$ cat src/t16i_pkg.sv
// package for the timer16 interrupt, capture and shared prescaler block
// assumes a single system clock and a cpu-side byte-wide register port
package t16i_pkg;

  // ------------------------------------------------------------
  // register addresses (data space)
  // ------------------------------------------------------------
  localparam logic [7:0] GTC_ADDR  = 8'h43;
  localparam logic [7:0] MASK_ADDR = 8'h6F;
  localparam logic [7:0] FLAG_ADDR = 8'h36;
  localparam logic [7:0] CAPL_ADDR = 8'h86;
  localparam logic [7:0] CAPH_ADDR = 8'h87;

  // ------------------------------------------------------------
  // field positions
  // ------------------------------------------------------------
  localparam int CAP_BIT  = 5;
  localparam int MB_BIT   = 2;
  localparam int MA_BIT   = 1;
  localparam int OVF_BIT  = 0;
  localparam int HOLD_BIT = 7;
  localparam int PRA_BIT  = 1;
  localparam int PRS_BIT  = 0;
  localparam logic [7:0] IRQ_USED_MASK = 8'h27;
  localparam logic [7:0] GTC_USED_MASK = 8'h83;

  // ------------------------------------------------------------
  // reset values
  // ------------------------------------------------------------
  localparam logic [7:0] GTC_RESET  = 8'h00;
  localparam logic [7:0] MASK_RESET = 8'h00;
  localparam logic [7:0] FLAG_RESET = 8'h00;

  // ------------------------------------------------------------
  // clock select codes and prescaler taps
  // ------------------------------------------------------------
  localparam logic [2:0] CS_STOP = 3'h0;
  localparam logic [2:0] CS_DIV1 = 3'h1;
  localparam logic [2:0] CS_DIV8 = 3'h2;
  localparam logic [2:0] CS_D64  = 3'h3;
  localparam logic [2:0] CS_D256 = 3'h4;
  localparam logic [2:0] CS_D1K  = 3'h5;
  localparam logic [2:0] CS_EXTF = 3'h6;
  localparam logic [2:0] CS_EXTR = 3'h7;
  localparam int PRESCALE_BITS = 10;
  localparam int TAP8_BIT   = 2;
  localparam int TAP64_BIT  = 5;
  localparam int TAP256_BIT = 7;
  localparam int TAP1K_BIT  = 9;

  // ------------------------------------------------------------
  // waveform modes where the capture register is top, plus normal and clear-on-A
  // ------------------------------------------------------------
  localparam logic [3:0] WGM_PFC_CAP  = 4'h8;
  localparam logic [3:0] WGM_PC_CAP   = 4'hA;
  localparam logic [3:0] WGM_CLR_CAP  = 4'hC;
  localparam logic [3:0] WGM_FAST_CAP = 4'hE;
  localparam logic [3:0] WGM_NORMAL   = 4'h0;
  localparam logic [3:0] WGM_CLR_A    = 4'h4;

  typedef enum logic [1:0] {EXT_IDLE, EXT_SEEN} t16i_ext_t;

endpackage : t16i_pkg

$ cat src/t16i_ext_sync.sv
// pin synchroniser and edge detector for the external count pin
// assumes pin is asynchronous; output is a one-cycle clock enable
`timescale 1ns/1ps

module t16i_ext_sync
(
  input  wire logic       clk_in,
  input  wire logic       rstn_in,
  input  wire logic       pin_in,
  input  wire logic [2:0] sel_in,
  output logic            tick_out
);

  logic latch_q;
  logic sync_q;
  logic prev_q;
  wire  rise_w = sync_q & ~prev_q;
  wire  fall_w = ~sync_q & prev_q;

  // stage chain; half-phase latch modelled as first flop, read only by sync_q
  // rising edge sampling
  always_ff @(posedge clk_in)
  begin
    if (!rstn_in)
    begin
      latch_q <= 1'b0;
      sync_q  <= 1'b0;
      prev_q  <= 1'b0;
    end
    else
    begin
      latch_q <= pin_in;
      sync_q  <= latch_q;
      prev_q  <= sync_q;
    end
  end

  // one pulse per chosen edge, undivided
  // edge select
  assign tick_out = ((sel_in == t16i_pkg::CS_EXTR) & rise_w) |
                    ((sel_in == t16i_pkg::CS_EXTF) & fall_w);

  ext_pulse_a: assert property (@(posedge clk_in) disable iff (!rstn_in)
    tick_out |=> !tick_out) else $error("ext tick longer than one cycle");

endmodule : t16i_ext_sync

$ cat src/t16i_core.sv
// timer16 capture register, interrupt mask/flags and shared prescaler
// assumes cpu byte bus: addr, wdata, wr and rd strobes, reads combinational
`timescale 1ns/1ps

// Functional notes
// - capture event copies counter to capture register
// - low byte read latches high in temp
// - irq needs enable, global flag, set flag
// - unused mask and flag bits read zero
// - capture flag on event or at top
// - capture flag clears on vector or write-one
// - match flag set timer tick after equality
// - forced compare never sets match flag
// - match flags clear on vector or write-one
// - overflow flag set on overflow in normal/clear modes
// - overflow flag clears on vector or write-one
// - one prescaler, separate clock selects
// - select one direct, selects two to five taps 8..1024
// - prescaler free running, first count 1..N+1
// - prescaler reset restarts both timers' periods
// - pin sampled through rising-edge synchroniser stages
// - one tick per chosen edge
// - counter updates 2.5..3.5 clocks after edge; here 2..3, since the half-phase latch is modelled as a full flop
// - external clock bypasses prescaler
// - control holds mode and two reset bits
// - sync reset bit self clears unless mode
// - mode holds reset bits; clearing releases both
module t16i_core
#(
  parameter int CNT_W = 16
)
(
  input  wire logic             CLK_SYS_IN,
  input  wire logic             RSTN_IN,
  input  wire logic [7:0]       ADDR_IN,
  input  wire logic [7:0]       WDATA_IN,
  input  wire logic             WR_IN,
  input  wire logic             RD_IN,
  output logic      [7:0]       RDATA_OUT,
  input  wire logic             GLOBAL_IE_IN,
  input  wire logic [3:0]       VECTOR_ACK_IN,
  input  wire logic [CNT_W-1:0] COUNT_VALUE_IN,
  input  wire logic [CNT_W-1:0] COMPARE_REG_A_IN,
  input  wire logic [CNT_W-1:0] COMPARE_REG_B_IN,
  input  wire logic [3:0]       WAVEFORM_MODE_SEL_IN,
  input  wire logic             COUNT_AT_TOP_IN,
  input  wire logic             COUNT_OVERFLOW_IN,
  input  wire logic             MODE_OVF_EVENT_IN,
  input  wire logic             CAPTURE_EVENT_IN,
  input  wire logic             FORCE_MATCH_A_IN,
  input  wire logic             FORCE_MATCH_B_IN,
  input  wire logic             EXTERNAL_COUNT_PIN_IN,
  input  wire logic [2:0]       CLK_SEL16_IN,
  input  wire logic [2:0]       CLK_SEL8_IN,
  output logic                  TICK16_OUT,
  output logic                  TICK8_OUT,
  output logic                  ASYNC_PRESCALER_RESET_OUT,
  output logic [CNT_W-1:0]      CAPTURE_REGISTER_OUT,
  output logic [7:0]            FLAGS_OUT,
  output logic                  IRQ_CAPTURE_OUT,
  output logic                  IRQ_MATCH_A_OUT,
  output logic                  IRQ_MATCH_B_OUT,
  output logic                  IRQ_OVERFLOW_OUT
);

  // ------------------------------------------------------------
  // register state
  // ------------------------------------------------------------
  logic [7:0]                 gtc_q;
  logic [7:0]                 mask_q;
  logic [7:0]                 flag_q;
  logic [7:0]                 flag_d;
  logic [CNT_W-1:0]           cap_q;
  logic [7:0]                 temp_q;
  logic [t16i_pkg::PRESCALE_BITS-1:0] pre_q;
  logic                       match_a_q;
  logic                       match_b_q;
  logic                       tick16_q;

  // ------------------------------------------------------------
  // address decode
  // ------------------------------------------------------------
  wire wr_gtc  = WR_IN & (ADDR_IN == t16i_pkg::GTC_ADDR);
  wire wr_mask = WR_IN & (ADDR_IN == t16i_pkg::MASK_ADDR);
  wire wr_flag = WR_IN & (ADDR_IN == t16i_pkg::FLAG_ADDR);
  wire rd_capl = RD_IN & (ADDR_IN == t16i_pkg::CAPL_ADDR);

  // tap select is shared decode for both timers
  function automatic logic tap_sel
  (
    input logic [2:0]                          sel,
    input logic [t16i_pkg::PRESCALE_BITS-1:0]  pre,
    input logic                                ext
  );
    logic r;
    r = 1'b0;
    case (sel)
      t16i_pkg::CS_DIV1: r = 1'b1;
      t16i_pkg::CS_DIV8: r = &pre[t16i_pkg::TAP8_BIT:0];
      t16i_pkg::CS_D64:  r = &pre[t16i_pkg::TAP64_BIT:0];
      t16i_pkg::CS_D256: r = &pre[t16i_pkg::TAP256_BIT:0];
      t16i_pkg::CS_D1K:  r = &pre[t16i_pkg::TAP1K_BIT:0];
      t16i_pkg::CS_EXTF: r = ext;
      t16i_pkg::CS_EXTR: r = ext;
      default:           r = 1'b0;
    endcase
    return r;
  endfunction : tap_sel

  // ------------------------------------------------------------
  // control register and prescaler
  // ------------------------------------------------------------
  wire sync_hold_mode        = gtc_q[t16i_pkg::HOLD_BIT];
  wire sync_prescaler_reset  = gtc_q[t16i_pkg::PRS_BIT];
  wire async_prescaler_reset = gtc_q[t16i_pkg::PRA_BIT];
  assign ASYNC_PRESCALER_RESET_OUT = async_prescaler_reset;

  // reset bits persist only while the hold mode is set
  // control register
  always_ff @(posedge CLK_SYS_IN)
  begin
    if (!RSTN_IN)
      gtc_q <= t16i_pkg::GTC_RESET;
    else if (wr_gtc)
      gtc_q <= WDATA_IN & t16i_pkg::GTC_USED_MASK;
    else if (!sync_hold_mode)
      gtc_q <= gtc_q & ~8'h03;
  end

  // free running; one reset restarts both timers' periods
  // free running
  always_ff @(posedge CLK_SYS_IN)
  begin
    if (!RSTN_IN || sync_prescaler_reset)
      pre_q <= '0;
    else
      pre_q <= pre_q + 1'b1;
  end

  // ------------------------------------------------------------
  // timer clock enables
  // ------------------------------------------------------------
  logic ext16_w;
  logic ext8_w;

  t16i_ext_sync u_ext16
  (
    .clk_in   (CLK_SYS_IN),
    .rstn_in  (RSTN_IN),
    .pin_in   (EXTERNAL_COUNT_PIN_IN),
    .sel_in   (CLK_SEL16_IN),
    .tick_out (ext16_w)
  );

  t16i_ext_sync u_ext8
  (
    .clk_in   (CLK_SYS_IN),
    .rstn_in  (RSTN_IN),
    .pin_in   (EXTERNAL_COUNT_PIN_IN),
    .sel_in   (CLK_SEL8_IN),
    .tick_out (ext8_w)
  );

  // halted timers stay still while the prescaler reset is held
  // independent selects
  wire tick16_w = ~sync_prescaler_reset & tap_sel(CLK_SEL16_IN, pre_q, ext16_w);
  wire tick8_w  = ~sync_prescaler_reset & tap_sel(CLK_SEL8_IN, pre_q, ext8_w);
  assign TICK16_OUT = tick16_w;
  assign TICK8_OUT  = tick8_w;

  // ------------------------------------------------------------
  // capture register with shared temp high byte
  // ------------------------------------------------------------
  wire cap_is_top = (WAVEFORM_MODE_SEL_IN == t16i_pkg::WGM_PFC_CAP) |
                    (WAVEFORM_MODE_SEL_IN == t16i_pkg::WGM_PC_CAP)  |
                    (WAVEFORM_MODE_SEL_IN == t16i_pkg::WGM_CLR_CAP) |
                    (WAVEFORM_MODE_SEL_IN == t16i_pkg::WGM_FAST_CAP);
  // pin is disconnected when the capture register serves as top
  wire cap_evt    = CAPTURE_EVENT_IN & ~cap_is_top;

  always_ff @(posedge CLK_SYS_IN)
  begin
    if (!RSTN_IN)
      cap_q <= '0;
    else if (cap_evt)
      cap_q <= COUNT_VALUE_IN;
  end

  always_ff @(posedge CLK_SYS_IN)
  begin
    if (!RSTN_IN)
      temp_q <= 8'h00;
    else if (rd_capl)
      temp_q <= cap_q[15:8];
  end
  assign CAPTURE_REGISTER_OUT = cap_q;

  // ------------------------------------------------------------
  // flag set and clear
  // ------------------------------------------------------------
  // equality registered so the flag lands on the following timer tick
  // one tick late
  always_ff @(posedge CLK_SYS_IN)
  begin
    if (!RSTN_IN)
    begin
      match_a_q <= 1'b0;
      match_b_q <= 1'b0;
      tick16_q  <= 1'b0;
    end
    else if (tick16_w)
    begin
      match_a_q <= (COUNT_VALUE_IN == COMPARE_REG_A_IN);
      match_b_q <= (COUNT_VALUE_IN == COMPARE_REG_B_IN);
      tick16_q  <= 1'b1;
    end
  end

  // force strobes are deliberately not wired into any set term
  // no flag from force
  wire force_seen = FORCE_MATCH_A_IN | FORCE_MATCH_B_IN;

  wire normal_like = (WAVEFORM_MODE_SEL_IN == t16i_pkg::WGM_NORMAL) |
                     (WAVEFORM_MODE_SEL_IN == t16i_pkg::WGM_CLR_A) |
                     (WAVEFORM_MODE_SEL_IN == t16i_pkg::WGM_CLR_CAP);
  logic [7:0] set_w;
  logic [7:0] clr_w;

  assign set_w[t16i_pkg::CAP_BIT] = cap_evt | (cap_is_top & COUNT_AT_TOP_IN);
  assign set_w[t16i_pkg::MB_BIT]  = tick16_w & tick16_q & match_b_q;
  assign set_w[t16i_pkg::MA_BIT]  = tick16_w & tick16_q & match_a_q;
  assign set_w[t16i_pkg::OVF_BIT] = normal_like ? COUNT_OVERFLOW_IN : MODE_OVF_EVENT_IN;
  assign {set_w[7:6], set_w[4:3]} = 4'h0;

  // vector ack bits: [3] match b, [2] capture, [1] match a, [0] overflow
  // flag clear
  assign clr_w = (wr_flag ? WDATA_IN : 8'h00) |
                 {2'b00, VECTOR_ACK_IN[2], 2'b00, VECTOR_ACK_IN[3], VECTOR_ACK_IN[1],
                  VECTOR_ACK_IN[0]}
                 | (force_seen ? 8'h00 : 8'h00);

  assign flag_d = ((flag_q & ~clr_w) | set_w) & t16i_pkg::IRQ_USED_MASK;

  always_ff @(posedge CLK_SYS_IN)
  begin
    if (!RSTN_IN)
      flag_q <= t16i_pkg::FLAG_RESET;
    else
      flag_q <= flag_d;
  end

  always_ff @(posedge CLK_SYS_IN)
  begin
    if (!RSTN_IN)
      mask_q <= t16i_pkg::MASK_RESET;
    else if (wr_mask)
      mask_q <= WDATA_IN & t16i_pkg::IRQ_USED_MASK;
  end

  // ------------------------------------------------------------
  // interrupt requests and read mux
  // ------------------------------------------------------------
  wire [7:0] req_w = flag_q & mask_q & {8{GLOBAL_IE_IN}};
  assign IRQ_CAPTURE_OUT  = req_w[t16i_pkg::CAP_BIT];
  assign IRQ_MATCH_A_OUT  = req_w[t16i_pkg::MA_BIT];
  assign IRQ_MATCH_B_OUT  = req_w[t16i_pkg::MB_BIT];
  assign IRQ_OVERFLOW_OUT = req_w[t16i_pkg::OVF_BIT];
  assign FLAGS_OUT        = flag_q;

  // high byte read returns the copy frozen by the low read
  // coherent read
  always_comb
  begin
    RDATA_OUT = 8'h00;
    case (ADDR_IN)
      t16i_pkg::GTC_ADDR:  RDATA_OUT = gtc_q;
      t16i_pkg::MASK_ADDR: RDATA_OUT = mask_q;
      t16i_pkg::FLAG_ADDR: RDATA_OUT = flag_q;
      t16i_pkg::CAPL_ADDR: RDATA_OUT = cap_q[7:0];
      t16i_pkg::CAPH_ADDR: RDATA_OUT = temp_q;
      default:             RDATA_OUT = 8'h00;
    endcase
  end

  // ------------------------------------------------------------
  // checks
  // ------------------------------------------------------------
  cap_copy_a: assert property (@(posedge CLK_SYS_IN) disable iff (!RSTN_IN)
    cap_evt |=> cap_q == $past(COUNT_VALUE_IN)) else $error("capture not copied");
  set_wins_a: assert property (@(posedge CLK_SYS_IN) disable iff (!RSTN_IN)
    set_w[t16i_pkg::OVF_BIT] |=> flag_q[t16i_pkg::OVF_BIT]) else $error("set lost");
  w1c_clear_a: assert property (@(posedge CLK_SYS_IN) disable iff (!RSTN_IN)
    (wr_flag && WDATA_IN[0] && !set_w[0]) |=> !flag_q[0]) else $error("w1c failed");
  unused_zero_a: assert property (@(posedge CLK_SYS_IN) disable iff (!RSTN_IN)
    (flag_q & ~t16i_pkg::IRQ_USED_MASK) == 8'h00 && (mask_q & 8'hD8) == 8'h00)
    else $error("unused bit set");
  irq_gate_a: assert property (@(posedge CLK_SYS_IN) disable iff (!RSTN_IN)
    IRQ_MATCH_A_OUT == (flag_q[1] & mask_q[1] & GLOBAL_IE_IN)) else $error("irq gating");
  psr_clear_a: assert property (@(posedge CLK_SYS_IN) disable iff (!RSTN_IN)
    (!sync_hold_mode && !wr_gtc) |=> !sync_prescaler_reset) else $error("reset bit stuck");
  hold_keep_a: assert property (@(posedge CLK_SYS_IN) disable iff (!RSTN_IN)
    (sync_hold_mode && sync_prescaler_reset && !wr_gtc) |=> sync_prescaler_reset && !TICK16_OUT)
    else $error("hold lost");
  pre_restart_a: assert property (@(posedge CLK_SYS_IN) disable iff (!RSTN_IN)
    sync_prescaler_reset |=> pre_q == '0) else $error("prescaler not restarted");
  div8_rate_a: assert property (@(posedge CLK_SYS_IN) disable iff (!RSTN_IN)
    (CLK_SEL16_IN == t16i_pkg::CS_DIV8 && TICK16_OUT && !sync_prescaler_reset) |=>
    !TICK16_OUT [*7]) else $error("div8 rate wrong");
  temp_hold_a: assert property (@(posedge CLK_SYS_IN) disable iff (!RSTN_IN)
    rd_capl |=> temp_q == $past(cap_q[15:8])) else $error("temp not latched");

endmodule : t16i_core

$ cat config.mk
export PLATFORM = sky130hd
export DESIGN_NAME = t16i_core
export DESIGN_NICKNAME = d
export VERILOG_FILES = /design/src/t16i_pkg.sv /design/src/t16i_ext_sync.sv /design/src/t16i_core.sv
export SDC_FILE = /design/constraint.sdc
export NUM_CORES = 1
export LEC_CHECK = 0
export ABC_AREA = 1
export CORE_UTILIZATION = 55
export CTS_CLUSTER_SIZE = 10
export DETAILED_ROUTE_END_ITERATION = 10
export DONT_BUFFER_PORTS = 1
export PLACE_DENSITY = 0.7
export RECOVER_POWER = 25
export SLEW_MARGIN = 20
export SYNTH_ARGS = -nofsm -noshare
export SYNTH_HDL_FRONTEND = slang
export SYNTH_HIERARCHICAL = 1
export SYNTH_SLANG_ARGS = --single-unit
$ cat constraint.sdc
create_clock -name CLK_SYS_IN -period 4.2 [get_ports CLK_SYS_IN]
set_input_delay 0.84 -clock CLK_SYS_IN [delete_from_list [all_inputs] [get_ports CLK_SYS_IN]]
set_output_delay 0.84 -clock CLK_SYS_IN [all_outputs]
set_load 0.05 [all_outputs]
==> metrics.txt, run 1 <==
status=complete, no violations; Unique masters post-synth=36; Crit Path Max Fanout=8; Via density=slightly above 5; area leader, netlist=dfxtp_1; Overall Global Routing Usage=about a quarter; WL final=around 6400 microns; min Tclk post-route=2.875 ns; WL/cell=12.76 microns; I/O pin count=129; HP Start=u_ext16/latch_q$_SDFF_PN0_; 1st-pass router iterations=4; cell count after synthesis=426; CP arrival=2.04 ns; Final Hold Viols=0; Die Wd=~75 microns; CTS Sinks=54; leakage power=1.282 nW; Slew @ Worst Pin=0.8863 ns; DRT iter0 DRCs=129; peak supply drop=0.0001546 V; grt ovf=0; total power draw=approximately 1.0 mW; unrepaired setup endpoints after global routing=no; Max Fclk=between 0.3 and 0.4 GHz; ANT cells=0; antenna violations before repair=0; CTS tree=yes; CP Capture Type=output pin; ranking of synthesized cells by area=dfxtp_1 (37%), nand2_1 (9.5%), xnor2_1 (9.0%); crit path from=ADDR_IN[5]; CTS root buffer=clkbuf_8; worst skew pair latency=approximately 0.31 ns; top-area cell type share of the netlist area=37.02%; placed cell area=3034 sq um; die height=74.87 microns; # rows=26; final instance area=3128 sq um; startpoint types=primary input; Area growth syn-to-layout=7.112%; post-synthesis sequential area ratio=37.02%; Net count, final=about 530; HPWL after DPL=5197 microns; setup TNS=0 ns; # H-tree levels=2; Synth Area per Inst=roughly 6.9 sq um; Crit Path Category=primary input to output pin; number of global-route vias before repair=2292; CTS buffer count=5; Clock Path Buffers=2; final setup vio count=0; max-slew violations=0; PortBufs=0; Mapped Area=between 2000 and 3000 sq um; Worst slew margin=40.59%; synth warn=6; die area=between 5000 and 6000 sq um; max_cap viols=0; Worst R2R Setup Slack=between 2 and 3 ns; critical path data required time=3.36 ns; layout cells sized above 1=between 8 and 9%; pin count of the biggest net entering global routing=37; Power Dens Cells=322.9 nW/um^2; CTS Hold Bufs=0; post_cts resized=0; Tcrit/Tclk final=68.45%; Via Count=2590; Worst R2R Start=pre_q[0]$_SDFF_PP0_; clock-pin slew on the worst setup and hold paths=0.10 ns; GP Congestion=between 0.7 and 0.8; # DRC=0; Core Area=5107 sq um; Setup Skew=about 0.007 ns; Initial Util=57.18%; post-CTS setup buffers=0; #FFs+latches synth=54; Final ANT Viol Nets=0; Min-Delay Path Class=flop to flop; first-pass GRT wire length=10070 microns
-- critical path, stage by stage --
cell and delay [ns]:
inv_1 0.07, nand2_1 0.08, nor3_2 0.14, nand3b_1 0.31, o2111ai_1 0.35, buf_4 0.25
-- area by class of cell --
type                       instances  area, sq um
fill                             514         1979
multi-input combinational        298         1554
sequential                        54         1081
inverter                          67        251.5
tap                               70        87.58
clock buffer                       5        68.82
timing repair buffer               8        60.06
clock inverter                     3        25.02
-- where the power goes --
group / total [mW] / leakage [nW] / internal, mW / switching, mW
Sequential: 0.598 / 0.442 / 0.533 / 0.0654
Combinational: 0.111 / 0.795 / 0.0479 / 0.0635
Clock: 0.301 / 0.0447 / 0.121 / 0.180
Total: 1.01 / 1.28 / 0.701 / 0.309
-- synth_stat cells --
| cell type | instances |
|---|---|
| mux2i_1 | 1 |
| nand2_1 | 74 |
| nor4_1 | 1 |
| nand2_2 | 3 |
| nor3_2 | 1 |
| inv_2 | 2 |
| conb_1 | 1 |
| and2_4 | 1 |
| xnor2_1 | 30 |
| nand4_2 | 1 |
| nor2_2 | 3 |
| dfxtp_1 | 54 |
| nand4_1 | 9 |
| nor2_4 | 3 |
| nand3_2 | 1 |
| nand3b_1 | 1 |
| o2111ai_1 | 2 |
| o21ai_0 | 37 |
| ha_1 | 2 |
| o21ai_1 | 2 |
| nand3_1 | 16 |
| o21a_1 | 1 |
| a211oi_1 | 1 |
| o221ai_1 | 1 |
| nor3_1 | 5 |
| clkinv_1 | 2 |
| o21ai_2 | 1 |
| o211ai_1 | 3 |
| clkbuf_1 | 4 |
| a21oi_1 | 32 |
| buf_2 | 2 |
| or2_2 | 1 |
| buf_4 | 4 |
| nor2_1 | 60 |
| o22ai_1 | 1 |
| inv_1 | 63 |
-- state kept, by name, summed over array words and instances, names as in the netlist, 3 cells and up --
signal and cells:
mask_q 4, FLAGS_OUT 4, temp_q 8, gtc_q 3, pre_q 10, CAPTURE_REGISTER_OUT 16
-- routing by layer --
layer | up-vias | track usage [%] | wire [microns]
li1 | 1364 | - | -
met1 | 1122 | 28.62 | 2750
met2 | 98 | 41.34 | 3101
met3 | 6 | 7.764 | 541
met4 | 0 | 4.612 | 51
met5 | - | 0 | 0
-- worst paths after layout --
path                                                   to  cells past startpoint
worst max-delay path                         RDATA_OUT[2]                      6
worst min register to register  u_ext16/sync_q$_SDFF_PN0_                      2
worst min-delay path            u_ext16/sync_q$_SDFF_PN0_                      2
worst max register to register     match_a_q$_SDFFE_PN0P_                     10
-- stage by stage --
stage	cells	utilization (%)	setup slack, ns	hold slack [ns]
3_3_place_gp	497	59.41	1.319	0.3939
6_report	505	61.24	1.325	0.4192
3_5_place_dp	497	59.41	1.369	0.3999
4_1_cts	505	61.24	1.355	0.4219
5_1_grt	505	61.24	1.199	0.4416
2_1_floorplan	429	-	0.9305	0.3900
-- kinds of logic after synthesis --
logic type	count (synthesis)	share of synthesized area, %
simple gates	180	27.29
fa+ha+maj	2	0.8568
xor+xnor	30	8.997
buf+inv	77	10.50
flops	54	37.02
compound gates	81	14.87
other cells	1	0.1284
mux	1	0.3428
-- layout by cell type (no fill, tap or decap), drive strengths merged, types with 3 or more instances in the layout --
cell type / instances
o21ai: 40
xnor2: 30
nand2: 77
clkinv: 3
nand3: 17
a21oi: 32
o211ai: 3
nand4: 10
conb: 4
clkbuf: 5
inv: 66
dfxtp: 54
nor3: 6
buf: 8
nor2: 66
Power figures use the tool's default switching activity.
==> inputs of run 2 (changes only) <==
ABC_AREA = 0   (was 1)
PLACE_DENSITY = 0.73   (was 0.7)
clock period = 2.4 ns   (was 4.2 ns; I/O delays follow)
==> run 2 against run 1 <==
Effect of this change: total power up 70%; core utilization up 7.8 points; via count down 3.1%; synthesized cell count down 21%; wire length up 11%; non-clock buffer count up 23; highest routed layer unchanged.
==> metrics.txt, run 2 <==
top-area cell type share of the netlist area=37.96% (+0.94 points); worst skew pair latency=0.32 ns (about the same); Fin Hold WS=0.2857 ns (-0.1336 ns); Clock Path Buffers=2 (unchanged); #FFs+latches synth=54 (unchanged); max_cap viols=0 (unchanged); Final Hold Viols=0 (unchanged); grt ovf=0 (unchanged); status=complete, no violations; Core Area=4848 sq um (-5.1%); commonest non-fill, non-tap cell in the layout=nand2_1; post-synthesis sequential area ratio=37.96% (+0.94 points); max-slew violations=0 (unchanged); Final ANT Viol Nets=0 (unchanged); crit-path cells=or3b_1 > a21oi_2 > inv_1 > a31oi_1 > o211ai_1 > nor2_2 > buf_12; first-pass GRT wire length=11100 microns (+10%); Crit Path Max Fanout=4 (-4); hold depth=1 (-1); pin count of the biggest net entering global routing=49 (+32%); # rows=25 (-3.8%); worst reg2reg path depth=8 (-2); final setup vio count=0 (unchanged); Via density=5.797 (+13%); layout cells sized above 1=14.75% (+6.7 points); Min-Delay Path Class=primary input to flop; Via Count=2510 (-3.1%); min Tclk post-route=2.351 ns; Net count, final=457 (-13%); Synth Area per Inst=8.425 sq um (+23%); Slew @ Worst Pin=0.6668 ns (-0.2195 ns); 1st-pass router iterations=4 (unchanged); Worst R2R Start=u_ext16/sync_q$_SDFF_PN0_; DRT iter0 DRCs=123 (-4.7%); critical path data required time=1.92 ns (-1.44 ns); Area growth syn-to-layout=17.53%; Fillers=423 (-18%); Worst path max stage delay=0.36 ns (about the same); PortBufs=0 (unchanged); setup TNS=0 ns (unchanged); Max Fclk=~0.43 GHz; Crit Path Category=flop to output pin; I/O pin count=129 (unchanged); Unique masters post-synth=47 (+31%); Worst R2R Setup Slack=0.62 ns (-1.93 ns); HPWL after DPL=5682 microns (+9.3%); cell count after synthesis=338 (-21%); leakage power=1.279 nW (-0.24%); peak supply drop=0.0003788 V (+140%); async set-or-reset flop fraction in the synthesized netlist=0% (unchanged); Worst slew margin=55.55% (+15 points); antenna violations before repair=0 (unchanged); critical path's slowest cell=or3b_1; CTS Sinks=54 (unchanged); Mapped Area=2848 sq um (-2.5%); Die Wd=73.96 microns (-1.2%); CTS Hold Bufs=0 (unchanged); synth warn=6 (unchanged); Worst R2R End=FLAGS_OUT[1]$_SDFF_PN0_; HP Start=EXTERNAL_COUNT_PIN_IN; Overall Global Routing Usage=26.46% (+2.8 points); top-count cell post-synth=nand2_1; WL final=7163 microns (+11%); clock-pin slew on the worst setup and hold paths=0.10 ns (about the same); # DRC=0 (unchanged); die height=73.96 microns (-1.2%); area leader, netlist=dfxtp_1; crit path from=u_ext16/sync_q$_SDFF_PN0_; ANT cells=0 (unchanged); GP Congestion=0.9477 (+19%); max FFs per register=16 (unchanged); Initial Util=58.74% (+1.6 points); Power Dens Cells=513.6 nW/um^2 (+59%); CP Capture Type=output pin; Placed Cells=424 (-15%); CTS buffer count=5 (unchanged); CTS tree=yes; die area=5469 sq um (-2.4%); WL/cell=16.54 microns (+30%); Post-synth EDFFs=0 (unchanged); Setup Skew=0.01293 ns (+0.005801 ns); # H-tree levels=2 (unchanged); worst hold endpoint=u_ext16/latch_q$_SDFF_PN0_; startpoint types=flop; CP arrival=1.87 ns (-0.17 ns); CTS root buffer=clkbuf_8; Crit path buffers/inverters=2 (unchanged); Seq. cell area=1084 sq um (+0.23%); ranking of synthesized cells by area=dfxtp_1 (38%), xor2_1 (10%), nand2_1 (8.2%); synth cell count leaders=nand2_1 (62), dfxtp_1 (54), xor2_1 (34), a21boi_0 (25), nand3_1 (15); prevailing post-synth register cell=dfxtp_1; number of global-route vias before repair=2450 (+6.9%); Non-Filler Instances=433 (-14%); commonest cells after routing, fill and taps aside=nand2_1 (62), dfxtp_1 (52), xor2_1 (34), a21boi_0 (26), buf_4 (20); Tcrit/Tclk final=97.97%; largest delay contributor family on the critical path=simple AND/OR/NAND/NOR gates; multi-input combinational cell area=1712 sq um (+10%)
[run 2: repair_timing]
action	in CTS	in global routing
setup buffers	1	0
gates resized for setup	5	2
endpoints found under the setup margin	1	2
pin swaps	0	1
[run 2: layout make-up]
cell class | count | share of cell area, %
inverters | 8 | 0.8972
clock inverters | 3 | 0.7103
repair buffers | 31 | 10.32
multi-input cells | 265 | 51.14
flip-flops and latches | 54 | 32.37
well taps | 67 | 2.505
clock buffers | 5 | 2.056
[run 2: through the flow]
step | power, mW | area [sq um] | worst slack, ns | util [%]
after global placement | 1.213 | 3228 | 0.2290 | 66.58
final | 1.719 | 3347 | 0.04875 | 69.03
after detailed placement | 1.217 | 3228 | 0.2103 | 66.58
after global routing | 1.784 | 3347 | -0.005561 | 69.03
after floorplan | 1.170 | 2879 | 0.004449 | -
after CTS | 1.725 | 3342 | 0.02091 | 68.93
[run 2: report_power, final]
part	internal, mW	leakage [nW]	switching (mW)
combinational	0.0916	0.798	0.139
clock	0.209	0.0408	0.309
sequential	0.924	0.440	0.0469
total	1.22	1.28	0.495
[run 2: how the worst max path moves through the flow]
stage                 end  slack (ns)  cells past startpoint
2_1_floorplan  TICK16_OUT       0.004                      6
3_3_place_gp   TICK16_OUT        0.23                      7
3_5_place_dp   TICK16_OUT        0.21                      7
4_1_cts         TICK8_OUT        0.02                      7
5_1_grt        TICK16_OUT      -0.006                      7
6_report       TICK16_OUT        0.05                      7
[run 2: cells by family (layout without fill, tap and decap cells)]
logic type	count (synthesis)	after routing	synth area share [%]
other cells	1	4	0.1317
simple gates	141	141	24.87
flops	54	54	37.96
buf+inv	22	47	3.603
mux	5	5	1.801
compound gates	75	75	19.07
fa+ha+maj	2	2	0.8786
xor+xnor	38	38	11.69
[run 2: per-layer routing]
metal / wire length [microns] / track usage [%] / share of wire [%]
met5: 0 / 0 / 0
met4: 77 / 7.051 / 1.1
met3: 676 / 6.233 / 9.4
met2: 3358 / 45.05 / 47
met1: 3050 / 33.61 / 43
[run 2: worst register-to-register path: cells and delay by family (launching register included)]
| kind | cells | cell delay [ns] |
|---|---|---|
| and+or+nand+nor | 2 | 0.54 |
| AOI/OAI and AO/OA | 4 | 0.66 |
| buffers and inverters | 2 | 0.21 |
| DFF | 1 | 0.33 |
==> inputs of run 3 (changes only) <==
CORE_ASPECT_RATIO = 1.4   (was not set)
CORE_UTILIZATION = 57   (was 55)
PLACE_DENSITY = 0.75   (was 0.73)
SLEW_MARGIN = 30   (was 20)
==> run 3 against run 2 <==
Effect of this change: first-iteration DRC count fell by 25%; via count barely moved; worst hold slack gained 0.0056 ns; flip-flop and latch count unchanged; die area down 3.3%; sequential power hardly changed; final area increased by 1.3%; final cell count is 0.46% lower; sequential share of layout area fell by 0.33 points; clock-buffer cell count up 2; combinational power increased by 5%.
==> metrics.txt, run 3 (synthesis results as in run 2) <==
Worst R2R Setup Slack=0.69 ns (+0.07 ns); peak supply drop=0.0004586 V (+21%); crit-path cells=nand3_1 > nor3_2 > nand2_1 > a311oi_2 > buf_6; Min-Delay Path Class=primary input to flop; Fin Hold WS=0.2913 ns (+0.005596 ns); Die Wd=61.74 microns (-17%); crit path from=pre_q[4]$_SDFF_PP0_; antenna violations before repair=0 (unchanged); max_cap viols=0 (unchanged); # DRC=0 (unchanged); worst reg2reg path depth=8 (unchanged); pin count of the biggest net entering global routing=49 (unchanged); critical path data required time=1.92 ns (about the same); Final Hold Viols=0 (unchanged); die height=85.63 microns (+16%); Fillers=412 (-2.6%); WL final=7571 microns (+5.7%); Crit Path Max Fanout=4 (unchanged); commonest non-fill, non-tap cell in the layout=nand2_1; CP arrival=1.80 ns (-0.07 ns); leakage power=1.301 nW (+1.8%); Crit Path Category=flop to output pin; Max Fclk=0.4390 GHz (+3.2%); max-slew violations=0 (unchanged); HP Start=EXTERNAL_COUNT_PIN_IN; Final ANT Viol Nets=0 (unchanged); Worst slew margin=52.69% (-2.9 points); max FFs per register=16 (unchanged); Worst R2R End=match_a_q$_SDFFE_PN0P_; PortBufs=0 (unchanged); ANT cells=0 (unchanged); Clock Path Buffers=2 (unchanged); Setup Skew=0.007452 ns (-0.005482 ns); status=complete, no violations; Final Util=70.00% (+0.97 points); Overall Global Routing Usage=29.03% (+2.6 points); DRT iter0 DRCs=92 (-25%); # H-tree levels=2 (unchanged); critical path's slowest cell=dfxtp_1; I/O pin count=129 (unchanged); Initial Util=58.81% (+0.076 points); die area=5286 sq um (-3.3%); clock-pin slew on the worst setup and hold paths=0.09 ns (about the same); startpoint types=flop; CTS tree=yes; Net count, final=458 (+0.22%); Area growth syn-to-layout=19.02%; Slew @ Worst Pin=0.7097 ns (+0.04290 ns); Via density=5.821 (+0.42%); total power draw=1.805 mW (+5.0%); 1st-pass router iterations=4 (unchanged); min Tclk post-route=2.278 ns (-0.07349 ns); worst skew pair latency=0.31 ns (about the same); GP Congestion=0.8495 (-10%); grt ovf=0 (unchanged); number of global-route vias before repair=2429 (-0.86%); Power Dens Cells=532.7 nW/um^2 (+3.7%); CTS Sinks=54 (unchanged); WL/cell=17.57 microns (+6.2%); CTS root buffer=clkbuf_8; Tcrit/Tclk final=94.91% (-3.1 points); Worst R2R Start=u_ext16/sync_q$_SDFF_PN0_; HPWL after DPL=5826 microns (+2.5%); CTS Hold Bufs=0 (unchanged); final setup vio count=0 (unchanged); Core Area=4842 sq um (-0.13%); # rows=30 (+20%); setup TNS=0 ns (unchanged); layout cells sized above 1=14.44% (-0.31 points); first-pass GRT wire length=11140 microns (+0.31%); CP Capture Type=output pin; CTS buffer count=5 (unchanged); commonest cells after routing, fill and taps aside=nand2_1 (62), dfxtp_1 (52), xor2_1 (34), a21boi_0 (25), buf_4 (20); Worst path max stage delay=0.43 ns (+0.07 ns); CP Capture Point=TICK8_OUT; Via Count=2509 (-0.040%)
## run 3: metrics by stage
step | worst slack [ns] | std cells | area, sq um
2_1_floorplan | 0.004449 | 341 | 2879
3_5_place_dp | 0.1664 | 421 | 3237
5_1_grt | -0.005839 | 431 | 3390
3_3_place_gp | 0.1742 | 421 | 3237
4_1_cts | 0.01600 | 429 | 3362
6_report | 0.1222 | 431 | 3390
## run 3: report_power, final
group / internal [mW] / switching [mW] / total, mW
registers: 0.923 / 0.0471 / 0.970
clock network: 0.312 / 0.282 / 0.594
logic: 0.0960 / 0.145 / 0.241
total: 1.33 / 0.474 / 1.81
## run 3: worst min path at each step
stage                                             to  slack [ns]  cells after the start
final                      u_ext8/latch_q$_SDFF_PN0_        0.29                      1
after global routing      u_ext16/latch_q$_SDFF_PN0_        0.27                      1
after CTS                  u_ext8/latch_q$_SDFF_PN0_        0.28                      1
after detailed placement    u_ext8/sync_q$_SDFF_PN0_        0.42                      1
after global placement      u_ext8/sync_q$_SDFF_PN0_        0.41                      1
after floorplan            u_ext16/sync_q$_SDFF_PN0_        0.41                      1
## run 3: final cells by class
type                    count  area (sq um)  share of cell area (%)
repair buffers             32         365.4                   10.78
clock inverters             1         30.03                  0.8859
clock buffers               7         76.32                   2.252
inverters                   8         30.03                  0.8859
well taps                  64         80.08                   2.362
multi-input cells         265          1722                   50.79
flip-flops and latches     54          1086                   32.04
## run 3: per-layer routing
metal | track usage [%] | routed length, microns
met5 | 0 | 0
met4 | 11.72 | 216
met3 | 8.597 | 399
met2 | 52.49 | 4126
met1 | 29.75 | 2828
## run 3: worst max-delay path, delay by kind of cell, from the launching register on
kind,cells,cell delay (ns)
buf+inv,1,0.20
flops,1,0.43
compound gates,1,0.30
simple gates,3,0.55
## run 3: what timing repair did
item,4_1_cts,5_1_grt
gates cloned,0,0
endpoints found under the hold margin,0,0
resized for setup,6,4
buffers inserted,0,2
setup endpoints to repair,1,2
pin swaps,0,7
